### config.mk
export PLATFORM = sky130hd
export DESIGN_NAME = sac_ctrl
export DESIGN_NICKNAME = d
export VERILOG_FILES = /design/src/core/sac_pkg.sv /design/src/core/sac_tick.sv /design/src/core/sac_ctrl.sv
export SDC_FILE = /design/constraint.sdc
export NUM_CORES = 1
export LEC_CHECK = 0
export ABC_AREA = 1
export BUFFER_PORTS_ARGS = -buffer_cell sky130_fd_sc_hd__buf_4
export CAP_MARGIN = 20
export CORE_MARGIN = 8
export CORE_UTILIZATION = 55
export CTS_CLUSTER_SIZE = 25
export DETAILED_ROUTE_END_ITERATION = 10
export PLACE_DENSITY = 0.76
export SLEW_MARGIN = 25
export SYNTH_ARGS = -nofsm -noshare
export SYNTH_HDL_FRONTEND = slang
export SYNTH_SLANG_ARGS = --single-unit
export TNS_END_PERCENT = 1
### constraint.sdc
create_clock -name clk -period 4.64 [get_ports clk]
set_clock_uncertainty 0.2 [all_clocks]
set_input_delay 0.464 -clock clk [delete_from_list [all_inputs] [get_ports clk]]
set_output_delay 0.464 -clock clk [all_outputs]
set_load 0.1 [all_outputs]
### src/core/sac_pkg.sv
// Constants and types for the step attenuator controller
package sac_pkg;
  timeunit 1ns;
  timeprecision 1ns;

  // Word and timing
  localparam int unsigned WORD_W      = 7;
  localparam int unsigned CLK_MHZ     = 100;
  localparam int unsigned SCK_MIN_NS  = 70;
  localparam int unsigned STB_GAP_NS  = 630;
  localparam int unsigned STB_W_NS    = 10;
  localparam int unsigned SUP_NS      = 15;
  // Half serial period rounds up so a full period is at least the minimum
  localparam int unsigned HALF_CYC    =
    (SCK_MIN_NS * CLK_MHZ + 1999) / 2000;
  localparam int unsigned GAP_CYC     =
    (STB_GAP_NS * CLK_MHZ + 999) / 1000;
  localparam int unsigned STBW_CYC    =
    ((STB_W_NS * CLK_MHZ + 999) / 1000) < 2 ? 2 :
    ((STB_W_NS * CLK_MHZ + 999) / 1000);
  localparam int unsigned SUP_CYC     = (SUP_NS * CLK_MHZ + 999) / 1000;
  localparam int unsigned CNT_W       = 8;
  localparam int unsigned BIT_W       = 3;
  localparam logic [WORD_W-1:0] WORD_RST = 7'h00;
  localparam logic [CNT_W-1:0]  CNT_RST  = 8'h00;

  // Control modes
  typedef enum logic [1:0] {
    SAC_MODE_PAR_LATCHED = 2'h0,
    SAC_MODE_PAR_DIRECT  = 2'h1,
    SAC_MODE_SERIAL      = 2'h2
  } sac_mode_t;

  // User request
  typedef struct packed {
    logic [WORD_W-1:0] word;
    sac_mode_t         mode;
  } sac_req_t;

  // Pins toward the attenuator
  typedef struct packed {
    logic              mode_serial;
    logic              load_strobe;
    logic              serial_clk;
    logic              serial_word_in;
    logic [WORD_W-1:0] parallel_word_bits;
  } sac_pins_t;

endpackage

### src/core/sac_tick.sv
// Down counter giving a one-cycle pulse when a loaded delay expires
module sac_tick
  import sac_pkg::*;
(
  // Clock and reset
  input  wire logic             clk,
  input  wire logic             nrst,
  // Control
  input  wire logic             load,
  input  wire logic [CNT_W-1:0] count,
  // Status
  output logic                  done
);
  timeunit 1ns;
  timeprecision 1ns;

  logic [CNT_W-1:0] cnt_q;
  logic             run_q;
  logic             done_q;

  wire last = run_q && (cnt_q <= 8'h01);

  // Count down, pulse on expiry
  always_ff @(posedge clk) begin
    if (!nrst) begin
      cnt_q  <= CNT_RST;
      run_q  <= 1'b0;
      done_q <= 1'b0;
    end else if (load) begin
      cnt_q  <= count;
      run_q  <= 1'b1;
      done_q <= 1'b0;
    end else begin
      cnt_q  <= last ? CNT_RST : cnt_q - 8'h01;
      run_q  <= run_q && !last;
      done_q <= last;
    end
  end

  assign done = done_q;

endmodule

### src/core/sac_ctrl.sv
// Host controller driving a 7-bit step attenuator's control pins
// Behaviour
// - Pulse strobe to load latched parallel words
// - Drive control pins only once power is good
// - Serial clock period never below 70 ns
// - Strobe pulses spaced at least 630 ns
// - Serial word MSB first, rising edges, strobe
// - Direct mode holds strobe high; latched pulses
module sac_ctrl
  import sac_pkg::*;
(
  // Clock and reset
  input  wire logic      clk,
  input  wire logic      nrst,
  // Power status (from outside domain)
  input  wire logic      power_good,
  // User request
  input  wire logic      req_valid,
  input  sac_pkg::sac_req_t req,
  output logic           req_ready,
  // Attenuator pins
  output sac_pkg::sac_pins_t pins,
  output logic           pins_en
);
  timeunit 1ns;
  timeprecision 1ns;
  import sac_pkg::*;

  typedef enum logic [6:0] {
    ST_OFF   = 7'h01,
    ST_IDLE  = 7'h02,
    ST_SETUP = 7'h04,
    ST_CLKLO = 7'h08,
    ST_CLKHI = 7'h10,
    ST_STBHI = 7'h20,
    ST_GAP   = 7'h40
  } sac_state_t;

  sac_state_t        state_q, state_d;
  logic [2:0]        pg_q;
  logic              pg_ok_q;
  logic [WORD_W-1:0] word_q;
  sac_mode_t         mode_q;
  logic [BIT_W-1:0]  bit_q;
  sac_pins_t         pins_q;
  logic              en_q;
  logic              rdy_q;
  logic              t_load;
  logic [CNT_W-1:0]  t_count;
  logic              t_done;
  logic              hold_q;

  // Modes that keep the strobe pin up between requests
  // Used by the strobe level, the setup length and the branch choice
  function automatic logic holds_strobe(input sac_mode_t m);
    return (m == SAC_MODE_PAR_DIRECT);
  endfunction

  sac_tick u_tick (
    .clk   (clk),
    .nrst  (nrst),
    .load  (t_load),
    .count (t_count),
    .done  (t_done)
  );

  // Power good crosses in through three flops; stable when last two agree
  always_ff @(posedge clk) begin
    if (!nrst) begin
      pg_q    <= 3'h0;
      pg_ok_q <= 1'b0;
    end else begin
      pg_q <= {pg_q[1:0], power_good};
      if (pg_q[2] == pg_q[1]) begin
        pg_ok_q <= pg_q[1];
      end
    end
  end

  // Sequencer decodes
  wire take      = (state_q == ST_IDLE) && req_valid;
  wire is_serial = (mode_q == SAC_MODE_SERIAL);
  wire last_bit  = (bit_q == 3'h0);

  // Leaving direct mode drops a strobe that was up; the next rise must
  // still keep the full pulse spacing, so setup stretches to the gap
  // length in that case only
  wire             from_direct = holds_strobe(mode_q) &&
                                 !holds_strobe(req.mode);
  wire [CNT_W-1:0] setup_cyc   = from_direct ? CNT_W'(GAP_CYC) :
                                               CNT_W'(SUP_CYC);

  // Parallel pin word, zero while the serial port is in use
  wire [WORD_W-1:0] par_bits = is_serial ? WORD_RST : word_q;

  // Sequencer next state and timer loads
  always_comb begin
    state_d = state_q;
    t_load  = 1'b0;
    t_count = CNT_RST;
    case (state_q)
      ST_OFF: begin
        if (pg_ok_q) begin
          state_d = ST_IDLE;
        end
      end
      ST_IDLE: begin
        if (take) begin
          state_d = ST_SETUP;
          t_load  = 1'b1;
          t_count = setup_cyc;
        end
      end
      ST_SETUP: begin
        if (t_done) begin
          t_load = 1'b1;
          if (is_serial) begin
            state_d = ST_CLKHI;
            t_count = CNT_W'(HALF_CYC);
          end else if (holds_strobe(mode_q)) begin
            state_d = ST_GAP;
            t_count = CNT_W'(GAP_CYC);
          end else begin
            state_d = ST_STBHI;
            t_count = CNT_W'(STBW_CYC);
          end
        end
      end
      ST_CLKHI: begin
        if (t_done) begin
          state_d = ST_CLKLO;
          t_load  = 1'b1;
          t_count = CNT_W'(HALF_CYC);
        end
      end
      ST_CLKLO: begin
        if (t_done) begin
          t_load = 1'b1;
          if (last_bit) begin
            state_d = ST_STBHI;
            t_count = CNT_W'(STBW_CYC);
          end else begin
            state_d = ST_CLKHI;
            t_count = CNT_W'(HALF_CYC);
          end
        end
      end
      ST_STBHI: begin
        if (t_done) begin
          state_d = ST_GAP;
          t_load  = 1'b1;
          t_count = CNT_W'(GAP_CYC);
        end
      end
      ST_GAP: begin
        if (t_done) begin
          state_d = ST_IDLE;
        end
      end
      default: state_d = ST_OFF;
    endcase
    if (!pg_ok_q) begin
      state_d = ST_OFF;
    end
  end

  // State, word and bit index
  always_ff @(posedge clk) begin
    if (!nrst) begin
      state_q <= ST_OFF;
      word_q  <= WORD_RST;
      mode_q  <= SAC_MODE_PAR_LATCHED;
      bit_q   <= 3'h6;
      hold_q  <= 1'b0;
    end else begin
      state_q <= state_d;
      // Marks the edge at which a held strobe falls
      hold_q  <= take && from_direct;
      if (take) begin
        word_q <= req.word;
        mode_q <= req.mode;
        bit_q  <= 3'h6;
      end else if (state_q == ST_CLKLO && t_done && !last_bit) begin
        bit_q <= bit_q - 3'h1;
      end
    end
  end

  // Strobe level: a load pulse, or held up while powered in direct mode
  wire strobe_hi = (state_q == ST_STBHI) ||
                   (holds_strobe(mode_q) && state_q != ST_OFF);

  // Pin drive; strobe idles low outside direct mode so power-up from reset lands in maximum attenuation
  always_ff @(posedge clk) begin
    if (!nrst) begin
      pins_q <= '0;
      en_q   <= 1'b0;
      rdy_q  <= 1'b0;
    end else begin
      en_q  <= pg_ok_q;
      rdy_q <= (state_d == ST_IDLE) && !take;
      pins_q.mode_serial    <= is_serial;
      pins_q.load_strobe    <= strobe_hi;
      pins_q.serial_clk     <= (state_q == ST_CLKLO);
      pins_q.serial_word_in <= is_serial ? word_q[bit_q] : 1'b0;
      // Parallel bits carry the weighted word; old bits outlast a held strobe
      if (!hold_q) begin
        pins_q.parallel_word_bits <= par_bits;
      end
    end
  end

  assign pins      = pins_q;
  assign pins_en   = en_q;
  assign req_ready = rdy_q;

endmodule

Word level (Yosys, flattened, before mapping):

Index checks and enable logic that the tools add are counted.
Widths: inputs -> output; s select.

* bitwise gates (word level): 1
* multiplexer cells: 30
* reductions and logical operators: 19
* magnitude comparators: 2
* add/sub/neg operators: 2
* equality and inequality tests: 13

Operators with widths (count)
* $mux 7: 10
* $pmux 7 s7: 1
* $mux 6: 7
* $pmux 6 s5: 1
* $mux 8: 2
* $eq 7x2->1 const B: 2
* $logic_and 1x1->1: 9
* $mux 3: 3
* $le 8x1->1 const B: 1
* $sub 8x1->8 const B: 1
* $eq 7x1->1 const B: 1
* $eq 7x3->1 const B: 1
* $eq 7x4->1 const B: 1
* $eq 7x5->1 const B: 1
* $eq 7x6->1 const B: 1
* $eq 7x7->1 const B: 1
* $ne 7x1->1 const B: 1
* $eq 2x1->1 const B: 2
* $logic_not 1->1: 4
* $lt 3x4->1 const B: 1
* $mux 1: 4
* $reduce_or 2->1: 2
* $reduce_or 4->1: 1
* $bmux 1 s3: 1
* 8 further kinds: 8

* register bits: 47
* input bits: 13
* output and inout port bits: 13

Logic depth before layout (Yosys ltp):

Gate-level depths: netlist of the first run.

* word-level depth: 8
* depth in mapped cells: 10
* depth with buffers taken out: 10

By module:

A second synthesis of the first run with hierarchy kept.

* cell total of the unflattened synthesis: 331
* area, all modules: 2338.5 um^2

Modules (own cells, without submodules)
* sac_ctrl: area each 1784.2 um^2, instances 1, seq. area each 740.7 um^2, cells an instance 251
* sac_tick: area each 554.3 um^2, instances 1, seq. area each 200.2 um^2, cells an instance 80

Least setup slack after synthesis of the first run:

OpenSTA, ideal clock, no wires.

* kind: register to register
* from: reg u_tick.cnt_q[0]
* to: reg u_tick.cnt_q[3]
* buffers on the path: 0
* data arrival time: 1.284 ns
* clock period less this slack: 1.599 ns
* setup slack: 3.041 ns
* setup time: 0.115 ns
* cell stages (with the launch flop): 8
* path through: dfxtp_1 -> inv_1 -> ha_1 -> nor2_1 -> nor3_1 -> nand4_1 -> nand4_1 -> nand2_1

* cells in the longest elaborated chain, start to end: 4
* elaborated cells on any way between the ends: 5
* those cells by class: add/sub (1); order compare (1); mux (2); reduce/logical (1)

RTL lines
* start, declared: line sac_tick.sv:17 `logic [CNT_W-1:0] cnt_q;`
* start signal, assigned: line sac_tick.sv:30 `cnt_q <= count;`
* start signal, assigned: line sac_tick.sv:34 `cnt_q <= last ? CNT_RST : cnt_q - 8'h01;`
* $le 8x1->1: line sac_tick.sv:21 `wire last = run_q && (cnt_q <= 8'h01);`
* $logic_and 1x1->1: line sac_tick.sv:21
* $mux 8 *: line sac_tick.sv:34
* $mux 8 *: line sac_tick.sv:29 `end else if (load) begin`

Mark *: on every way between the ends. The rest lies on a longest branch, timed or not.
A chain may end at the register's enable or synchronous reset.

Worst setup path after layout of the first run:

* from: reg u_tick.cnt_q[0]
* to: reg u_tick.cnt_q[0]

The elaborated chain is that of the path after synthesis.

==> summary.txt, run 1 <==
Setup path
  • End of the critical path: u_tick.cnt_q[0]$_SDFF_PN0_
  • Crit. End Element: register
  • CP Data Required Time: 4.64 ns
  • Reg2reg setup slack: 2.85 ns
  • Cell repeated most along the worst path: nand4_1
  • First element of the critical path: u_tick.cnt_q[0]$_SDFF_PN0_
  • Slowest CP cell: dfxtp_1
  • Crit path cell chain: inv_1 > ha_1 > nor2_1 > nor3_1 > nand4_1 > nand4_1 > nand2_1
  • Worst reg2reg path depth: 7
  • Max stage delay on crit path: 0.32 ns
  • Startpoint types: register
  • Reg2reg start: u_tick.cnt_q[0]$_SDFF_PN0_
  • CP Class: register to register
  • Terminus of the critical flop-to-flop path: u_tick.cnt_q[0]$_SDFF_PN0_
  • Critical path data arrival time: 1.79 ns
  • Maximum fanout along the worst path: 8

Global routing
  • Global-route wire length before repair: 8640 um
  • Vias in the first global route: 2036
  • Initial antenna violation count: 0
  • Largest net degree at the start of global routing: 29
  • Total track usage: 0.165
  • GR Overflow Total: 0

Finish
  • Final Non-Filler Cells: 385
  • Ant diodes: 0
  • Layout fillers: 368
  • Most common cell after layout, fill and taps aside: nand2_1
  • Multi-input logic area: 1140 um2
  • Share of post-route cells with drive strength above 1: 0.173
  • Most frequent cells in the layout: nand2_1 (54), nor2_1 (47), dfxtp_1 (47), inv_1 (30), buf_4 (25)
  • Register area: 941 um2
  • Final core utilization: 0.646
  • P&R area growth vs syn: 13.6%
  • Final net count: 354

Clock network
  • Reg clk slew, reported paths: 0.09 ns
  • Number of CTS-inserted buffers: 5
  • Max Buffers Root-to-Sink: 2
  • Post-CTS setup buffers: 0
  • CTS Hold Bufs: 0
  • CTS tree: done
  • Root buf cell: clkbuf_8
  • Cts repair resizes: 0
  • CTS Sinks: 47
  • Clk_lat worst skew: 0.30 ns
  • CTS H-tree lvls: 2

Place
  • GP Congestion: 1.03
  • Placed Cells: 377
  • HPWL Detailed: 3610 um
  • Port bufs: 25

Die
  • Num rows: 23
  • I/O Pins: 26
  • DIE WIDTH: 80.1 um
  • Core area: 3970 um2
  • Die area: 6410 um2
  • Starting density of the core: 0.569
  • Die Y: 80.1 um

Logic synthesis
  • Post-synthesis register bit count: 47
  • Post-synth EDFFs: 0
  • Post-synthesis cell area: 2260 um2
  • Yosys warns: 0
  • Gate Count Post-Synth: 308
  • Prevailing post-synth register cell: dfxtp_1
  • Synthesized Nets: 328
  • Distinct cells, synth: 31
  • Syn avg cell area: 7.33 um2
  • Seq/Total Area, Yosys: 0.417
  • FFs w/ async S/R, synth: 0

Timing
  • Final period utilization: 0.386
  • Final setup vio count: 0
  • Minimum clock period after layout: 1.79 ns
  • Worst-Margin Slew: 0.518 ns
  • Slew margin rel.: 0.654
  • Fmax: 0.559 GHz
  • Endpoints failing hold: 0
  • Final number of max-transition violations: 0
  • Sum of negative setup slack: 0 ns
  • Setup repair after global routing missed its margin: no

Min path
  • Worst min-delay path class: input pin to register

Run
  • MaxCap Viol Count: 0

Detailed routing
  • DRC Markers: 0
  • ANT nets after route: 0
  • Via count: 1999
  • Drt initial violations: 173
  • Routed len/inst: 12.8 um
  • Vias per cell: 5.19
  • 1st-pass router iterations: 4
  • Routed wire length: 4940 um

Pwr
  • Total power draw: 767 uW
  • Pwr Density: 299 nW/um2
  • Peak supply drop: 0.000214 V
  • Leak pwr: 0.00123 uW

Outcome
  • Status: finished, final reports clean
-- state kept, by name, indices dropped and copies added (netlist names), 2 cells and up --
name	count
mode_q	2
pg_q	3
state_q	7
u_tick.cnt_q	8
pins	11
word_q	7
bit_q	3
-- critical path: cells and delay by family, from the launching register on --
kind                       cells  cell delay [ns]
buffers and inverters          1             0.08
and+or+nand+nor                5             0.85
adders and majority gates      1             0.23
DFF                            1             0.32
-- synth_stat cells, types with 2 or more instances --
cell      number  area [um2]
ha_1           7        87.6
xor2_1         3        26.3
o21ai_1        2        10.0
inv_1         30         113
nand3_1       16        80.1
a21oi_1       23         115
xnor2_1        2        17.5
nand2_1       54         203
nand2_4        3        33.8
inv_2          6        22.5
nand4_1       12        75.1
clkbuf_1       3        11.3
nand3_2        3        30.0
nor3_1         5        25.0
nor2_1        47         176
nand2_2        5        31.3
dfxtp_1       47         941
o21ai_0       23         115
a31oi_1        2        12.5
nor2_2         4        25.0
-- kinds of logic after synthesis --
family | count (synthesis) | share of synthesized area
compound gates | 55 | 0.136
fa+ha+maj | 7 | 0.0388
simple gates | 151 | 0.312
flops | 47 | 0.417
xor+xnor | 5 | 0.0194
buf+inv | 43 | 0.0765
-- final cells by class --
cell class,instances,share of cell area
clock inverters,3,0.00732
flip-flops and latches,47,0.367
clock buffers,5,0.0268
well taps,50,0.0244
multi-input cells,218,0.446
inverters,37,0.0551
repair buffers,25,0.0732
-- power by group --
group / internal (uW) / switching [uW]
Clock: 106 / 140
Sequential: 420 / 12.5
Combinational: 38.8 / 48.6
-- per-stage QoR --
step	cell area, um2	setup slack (ns)	hold slack [ns]
final	2560	2.85	0.145
after global routing	2560	2.68	0.136
after CTS	2560	2.85	0.140
after detailed placement	2480	2.86	0.207
after global placement	2480	2.94	0.208
after floorplan	2260	3.04	0.190
-- metal layers --
metal,track usage,wire (um),vias to the layer above
met3,0.0324,270,10
met4,0.0745,88,0
met1,0.200,2300,878
li1,-,-,1054
met5,0,0,-
met2,0.276,2280,57
-- how the worst min path moves through the flow --
stage	start	slack [ns]	depth (start not counted)	end
after floorplan	pg_q[0]$_SDFF_PN0_	0.19	2	pg_q[1]$_SDFF_PN0_
after global placement	pg_q[0]$_SDFF_PN0_	0.21	2	pg_q[1]$_SDFF_PN0_
after detailed placement	pg_q[0]$_SDFF_PN0_	0.21	2	pg_q[1]$_SDFF_PN0_
after CTS	power_good	0.14	3	pg_q[0]$_SDFF_PN0_
after global routing	power_good	0.14	3	pg_q[0]$_SDFF_PN0_
final	power_good	0.15	3	pg_q[0]$_SDFF_PN0_
Power figures use the tool's default switching activity.
==> run 2: changes to the inputs <==
clock period = 1.8 ns   (was 4.64 ns; I/O delays follow)
==> run 2 against run 1 <==
Final area is 6.3% higher. Count of clock-buffer cells in the layout grew 1. Fmax rose by 7.0%. Clock power grew to 2.5 times the previous value. Combinational power grew to 2.8 times the previous value. Die area did not move. Final cell count increased by 4.2%. Power grew to 2.6 times the previous value. Setup slack got worse by 2.7 ns. Register-to-register slack worse by 2.7 ns.
==> summary.txt, run 2 (synthesis gave the netlist of run 1 again) <==
Outcome
  • Status: finished, final reports clean

Global routing
  • Total track usage: 0.165
  • Global-route wire length before repair: 8570 um
  • GR Overflow Total: 0
  • Initial antenna violation count: 0
  • Vias in the first global route: 2041
  • Largest net degree at the start of global routing: 29

Setup path
  • Critical path data arrival time: 1.70 ns
  • Worst reg2reg path depth: 9
  • Startpoint types: register
  • Slowest CP cell: dfxtp_2
  • Max stage delay on crit path: 0.35 ns
  • CP Class: register to register
  • Cell repeated most along the worst path: nand2_1
  • Crit path cell chain: nor2_1 > nand2_2 > inv_2 > nand2_1 > nand2_2 > nor2_1 > nand2_1 > nand2_1 > a31oi_1
  • CP Data Required Time: 1.82 ns
  • Crit. End Element: register
  • Reg2reg setup slack: 0.13 ns
  • Maximum fanout along the worst path: 4

Timing
  • Final number of max-transition violations: 0
  • Fmax: 0.598 GHz
  • Slew margin rel.: 0.797
  • Minimum clock period after layout: 1.67 ns
  • Endpoints failing hold: 0
  • Final setup vio count: 0
  • Fin Hold WS: 0.0361 ns
  • Setup repair after global routing missed its margin: yes
  • Final period utilization: 0.929
  • Setup slack after layout: 0.128 ns
  • Worst-Margin Slew: 0.305 ns

Finish
  • Multi-input logic area: 1160 um2
  • Final net count: 370
  • Final core utilization: 0.687
  • Max reg flops: 11
  • Register area: 948 um2
  • Most frequent cells in the layout: nand2_1 (54), nor2_1 (46), dfxtp_1 (41), inv_1 (30), buf_4 (30)
  • Most common cell after layout, fill and taps aside: nand2_1
  • Share of post-route cells with drive strength above 1: 0.202
  • P&R area growth vs syn: 20.7%
  • Final instance area: 2730 um2
  • Final Non-Filler Cells: 401
  • Layout fillers: 338
  • Ant diodes: 0

Die
  • Starting density of the core: 0.569
  • Die area: 6410 um2
  • Core area: 3970 um2
  • Num rows: 23
  • DIE WIDTH: 80.1 um
  • Die Y: 80.1 um
  • I/O Pins: 26

Detailed routing
  • Drt initial violations: 233
  • Via count: 2126
  • DRC Markers: 0
  • Vias per cell: 5.30
  • 1st-pass router iterations: 4
  • ANT nets after route: 0
  • Routed wire length: 5090 um
  • Routed len/inst: 12.7 um

Run
  • MaxCap Viol Count: 0

Place
  • Port bufs: 25
  • Placed Cells: 382
  • HPWL Detailed: 3720 um
  • GP Congestion: 0.964
  • Pre-CTS WS: 0.119 ns
  • Placement Cell Area: 2510 um2

Min path
  • Hold Crit Depth: 3
  • Worst min-delay path class: input pin to register

Clock network
  • Max Buffers Root-to-Sink: 2
  • CTS H-tree lvls: 2
  • Root buf cell: clkbuf_8
  • CTS Sinks: 47
  • Number of CTS-inserted buffers: 5
  • Clk_lat worst skew: 0.30 ns
  • CTS tree: done
  • Reg clk slew, reported paths: 0.09 ns

Pwr
  • Leak pwr: 0.00129 uW
  • Peak supply drop: 0.000652 V
  • Pwr Density: 729 nW/um2
-- run 2: cell types whose count changed in the layout (fill, tap and decap cells not counted), sizes merged --
cell	change
clkinvlp	+1
clkinv	-1
clkbuf	+1
dlygate4sd3	+10
inv	-1
buf	+5
o21ai	+1
-- run 2: timing repair --
item / in CTS / in global routing
hold endpoints to repair: 10 / 0
setup endpoints to repair: 0 / 7
hold buffers: 10 / 0
buffers inserted: 0 / 0
resized for setup: 0 / 9
-- run 2: final timing paths --
| kind | startpoint | to |
|---|---|---|
| setup reg to reg | state_q[2]$_SDFF_PN0_ | state_q[6]$_SDFF_PN0_ |
| hold reg to reg | pg_q[0]$_SDFF_PN0_ | pg_q[1]$_SDFF_PN0_ |
| setup / recovery | state_q[2]$_SDFF_PN0_ | state_q[6]$_SDFF_PN0_ |
| hold / removal | nrst | pg_q[1]$_SDFF_PN0_ |
-- run 2: routing by layer --
layer | track usage | routed length [um] | vias to the layer above
met4 | 0.0782 | 136 | 0
met2 | 0.271 | 2360 | 70
li1 | - | - | 1089
met5 | 0 | 0 | -
met3 | 0.0324 | 240 | 13
met1 | 0.201 | 2360 | 954
-- run 2: power by group --
part,internal [uW],switching (uW),total [uW]
clock network,272,352,624
registers,1080,34.6,1120
logic,114,130,245
total,1470,517,1990
-- run 2: critical path, delay by kind of cell, from the launching register on --
family | cells | cell delay, ns
AND/OR/NAND/NOR | 7 | 0.81
buffers and inverters | 1 | 0.08
AO/OA/AOI/OAI | 1 | 0.16
flip-flops | 1 | 0.35
-- run 2: layout make-up --
class                   instances  share of cell area
well taps                      50              0.0229
inverters                      37              0.0528
clock buffers                   6              0.0266
repair buffers                 40               0.119
flip-flops and latches         47               0.348
multi-input cells             219               0.426
clock inverters                 2             0.00459
-- run 2: through the flow --
stage | total power [uW] | TNS [ns]
after floorplan | 1310 | 0
after global placement | 1360 | 0
after detailed placement | 1370 | 0
after CTS | 2000 | 0
after global routing | 2080 | -0.00957
final | 1990 | 0
==> run 3: changes to the inputs <==
ABC_AREA = not set   (was 1)
CORE_UTILIZATION = 47   (was 55)
PLACE_DENSITY = 0.66   (was 0.76)
SETUP_SLACK_MARGIN = 0.02   (was not set)
==> run 3 against run 2 <==
The flow now finishes with violations (negative setup slack). Critical path depth shrank 4. Via count grew 1.4%. Synthesized area grew 2.3%. Die area grew 16%.
==> summary.txt, run 3 <==
Outcome
  • Status: finished with violations
  • Failing checks: negative setup slack

Logic synthesis
  • Post-synthesis register bit count: 47
  • FFs w/ async S/R, synth: 0
  • Count leader, synth: dfxtp_1
  • Most instantiated cells after synthesis: dfxtp_1 (47), nand2_1 (33), nor2_1 (22)
  • Distinct cells, synth: 51
  • Syn avg cell area: 8.53 um2
  • Gate Count Post-Synth: 271
  • Seq/Total Area, Yosys: 0.407
  • Synth top area share: 0.407
  • Yosys warns: 0
  • Post-synthesis cell area: 2310 um2
  • Post-synth top area cell: dfxtp_1
  • Synthesized Nets: 291
  • Prevailing post-synth register cell: dfxtp_1
  • Post-synth EDFFs: 0
  • Synth area leaders: dfxtp_1 (41%), nand2_1 (5.4%), ha_1 (3.8%)

Finish
  • Final net count: 364
  • Most common cell after layout, fill and taps aside: buf_4
  • Ant diodes: 0
  • Most frequent cells in the layout: buf_4 (67), dfxtp_1 (43), nand2_1 (32), nor2_1 (19)
  • Share of post-route cells with drive strength above 1: 0.310
  • P&R area growth vs syn: 36.6%
  • Max reg flops: 11
  • Final instance area: 3160 um2

Global routing
  • Global-route wire length before repair: 9860 um
  • Total track usage: 0.165
  • Vias in the first global route: 2151
  • Largest net degree at the start of global routing: 33
  • GR Overflow Total: 0
  • Initial antenna violation count: 0

Timing
  • Minimum clock period after layout: 2.08 ns
  • Setup repair after global routing missed its margin: yes
  • Setup slack after layout: -0.276 ns
  • Final number of max-transition violations: 0
  • Final setup vio count: 12
  • Slew margin rel.: 0.658
  • Fmax: 0.482 GHz
  • Final period utilization: 1.15
  • Endpoints failing hold: 0
  • Worst-Margin Slew: 0.513 ns
  • Fin Hold WS: 0.0173 ns

Die
  • Core area: 4720 um2
  • Starting density of the core: 0.489
  • Die Y: 86.1 um
  • I/O Pins: 26
  • Num rows: 25
  • DIE WIDTH: 86.1 um
  • Die area: 7420 um2

Setup path
  • Worst reg2reg path depth: 5
  • Terminus of the critical flop-to-flop path: u_tick.cnt_q[2]$_SDFF_PN0_
  • CP Data Required Time: 1.84 ns
  • Reg2reg start: state_q[2]$_SDFF_PN0_
  • Maximum fanout along the worst path: 4
  • Critical path data arrival time: 2.12 ns
  • Reg2reg setup slack: -0.28 ns
  • CP Class: register to register
  • Startpoint types: register
  • Crit. End Element: register

Clock network
  • Clk_lat worst skew: 0.31 ns
  • Reg clk slew, reported paths: 0.09 ns
  • Number of CTS-inserted buffers: 5
  • Max Buffers Root-to-Sink: 2
  • CTS Sinks: 47
  • CTS tree: done
  • Root buf cell: clkbuf_8
  • CTS H-tree lvls: 2

Pwr
  • Gate power share: 0.118
  • Peak supply drop: 0.000654 V
  • Pwr Density: 684 nW/um2
  • Internal power: 1650 uW
  • Leak pwr: 0.00125 uW
  • Sequential Power Share: 0.518
  • Clock Power Share: 0.364
  • Sw Ratio: 0.237
  • Sw power: 511 uW

Detailed routing
  • Routed len/inst: 14.0 um
  • Vias per cell: 5.23
  • Via count: 2155
  • Drt initial violations: 79
  • 1st-pass router iterations: 4
  • DRC Markers: 0
  • ANT nets after route: 0
  • Routed wire length: 5760 um

Min path
  • Hold Crit Depth: 2
  • Min-Delay Endpoint: bit_q[2]$_SDFFE_PP1P_
  • Worst hold start: nrst
  • Worst min-delay path class: input pin to register

Place
  • Placement Cell Area: 2860 um2
  • Port bufs: 25
  • GP Congestion: 0.875
  • HPWL Detailed: 4140 um

Run
  • MaxCap Viol Count: 0
[run 3: area by class of cell]
class                   instances  area (um2)
repair buffers                 81         648
clock inverters                 3        43.8
clock buffers                   5        68.8
inverters                      10        37.5
flip-flops and latches         47         946
multi-input cells             199        1330
well taps                      67        83.8
fillers                       406        1570
[run 3: cells by family (layout without fill, tap and decap cells)]
| family | count (synthesis) | count (layout) | share of synthesized area |
|---|---|---|---|
| AOI/OAI and AO/OA | 62 | 62 | 0.188 |
| xor gates and xnor gates | 10 | 10 | 0.0379 |
| adders and majority gates | 7 | 7 | 0.0379 |
| buffers and inverters | 25 | 99 | 0.0476 |
| DFF | 47 | 47 | 0.407 |
| muxes | 4 | 4 | 0.0227 |
| and+or+nand+nor | 116 | 116 | 0.259 |
[run 3: power by group through the flow]
stage	sequential, uW	clock [uW]	combinational [uW]
floorplan	1140	0	144
global placement	1140	0	224
detailed placement	1140	0	228
CTS	1120	793	249
global route	1130	826	286
finish	1120	786	256
[run 3: repair_timing]
| item | CTS | global route |
|---|---|---|
| pin swaps | 5 | 1 |
| setup buffers | 0 | 0 |
| hold endpoints to repair | 10 | 0 |
| endpoints found under the setup margin | 17 | 32 |
| gates cloned | 0 | 0 |
| resized for setup | 10 | 18 |
| hold buffers | 10 | 0 |
[run 3: how the worst max path moves through the flow]
stage,startpoint,to,slack (ns)
after detailed placement,state_q[2]$_SDFF_PN0_,u_tick.cnt_q[4]$_SDFF_PN0_,-0.27
final,state_q[2]$_SDFF_PN0_,u_tick.cnt_q[2]$_SDFF_PN0_,-0.28
after global routing,state_q[0]$_SDFF_PN1_,u_tick.cnt_q[2]$_SDFF_PN0_,-0.34
after floorplan,state_q[1]$_SDFF_PN0_,u_tick.cnt_q[2]$_SDFF_PN0_,-0.23
after CTS,state_q[2]$_SDFF_PN0_,u_tick.cnt_q[4]$_SDFF_PN0_,-0.28
after global placement,state_q[2]$_SDFF_PN0_,u_tick.cnt_q[2]$_SDFF_PN0_,-0.23
[run 3: per-layer routing]
metal	vias up	global-route usage	share of wire
met5	-	0	0
met2	47	0.271	0.47
met1	1003	0.200	0.46
met3	12	0.0401	0.050
li1	1093	-	-
met4	0	0.0669	0.015
[run 3: critical path: stages, from the launching register on]
cell and delay [ns]:
dfxtp_1 0.32, or4_4 0.53, or4b_4 0.58, o21ai_2 0.09
o221ai_2 0.14, o22ai_2 0.16
[run 3: through the flow]
| step | worst slack (ns) | total power (uW) | std cells | TNS, ns | utilization |
|---|---|---|---|---|---|
| global route | -0.339 | 2240 | 412 | -3.48 | 0.668 |
| CTS | -0.285 | 2160 | 412 | -2.41 | 0.657 |
| finish | -0.276 | 2160 | 412 | -2.41 | 0.668 |
| global placement | -0.232 | 1370 | 394 | -2.46 | 0.605 |
| detailed placement | -0.273 | 1370 | 394 | -2.72 | 0.605 |
| floorplan | -0.233 | 1280 | 271 | -2.41 | - |
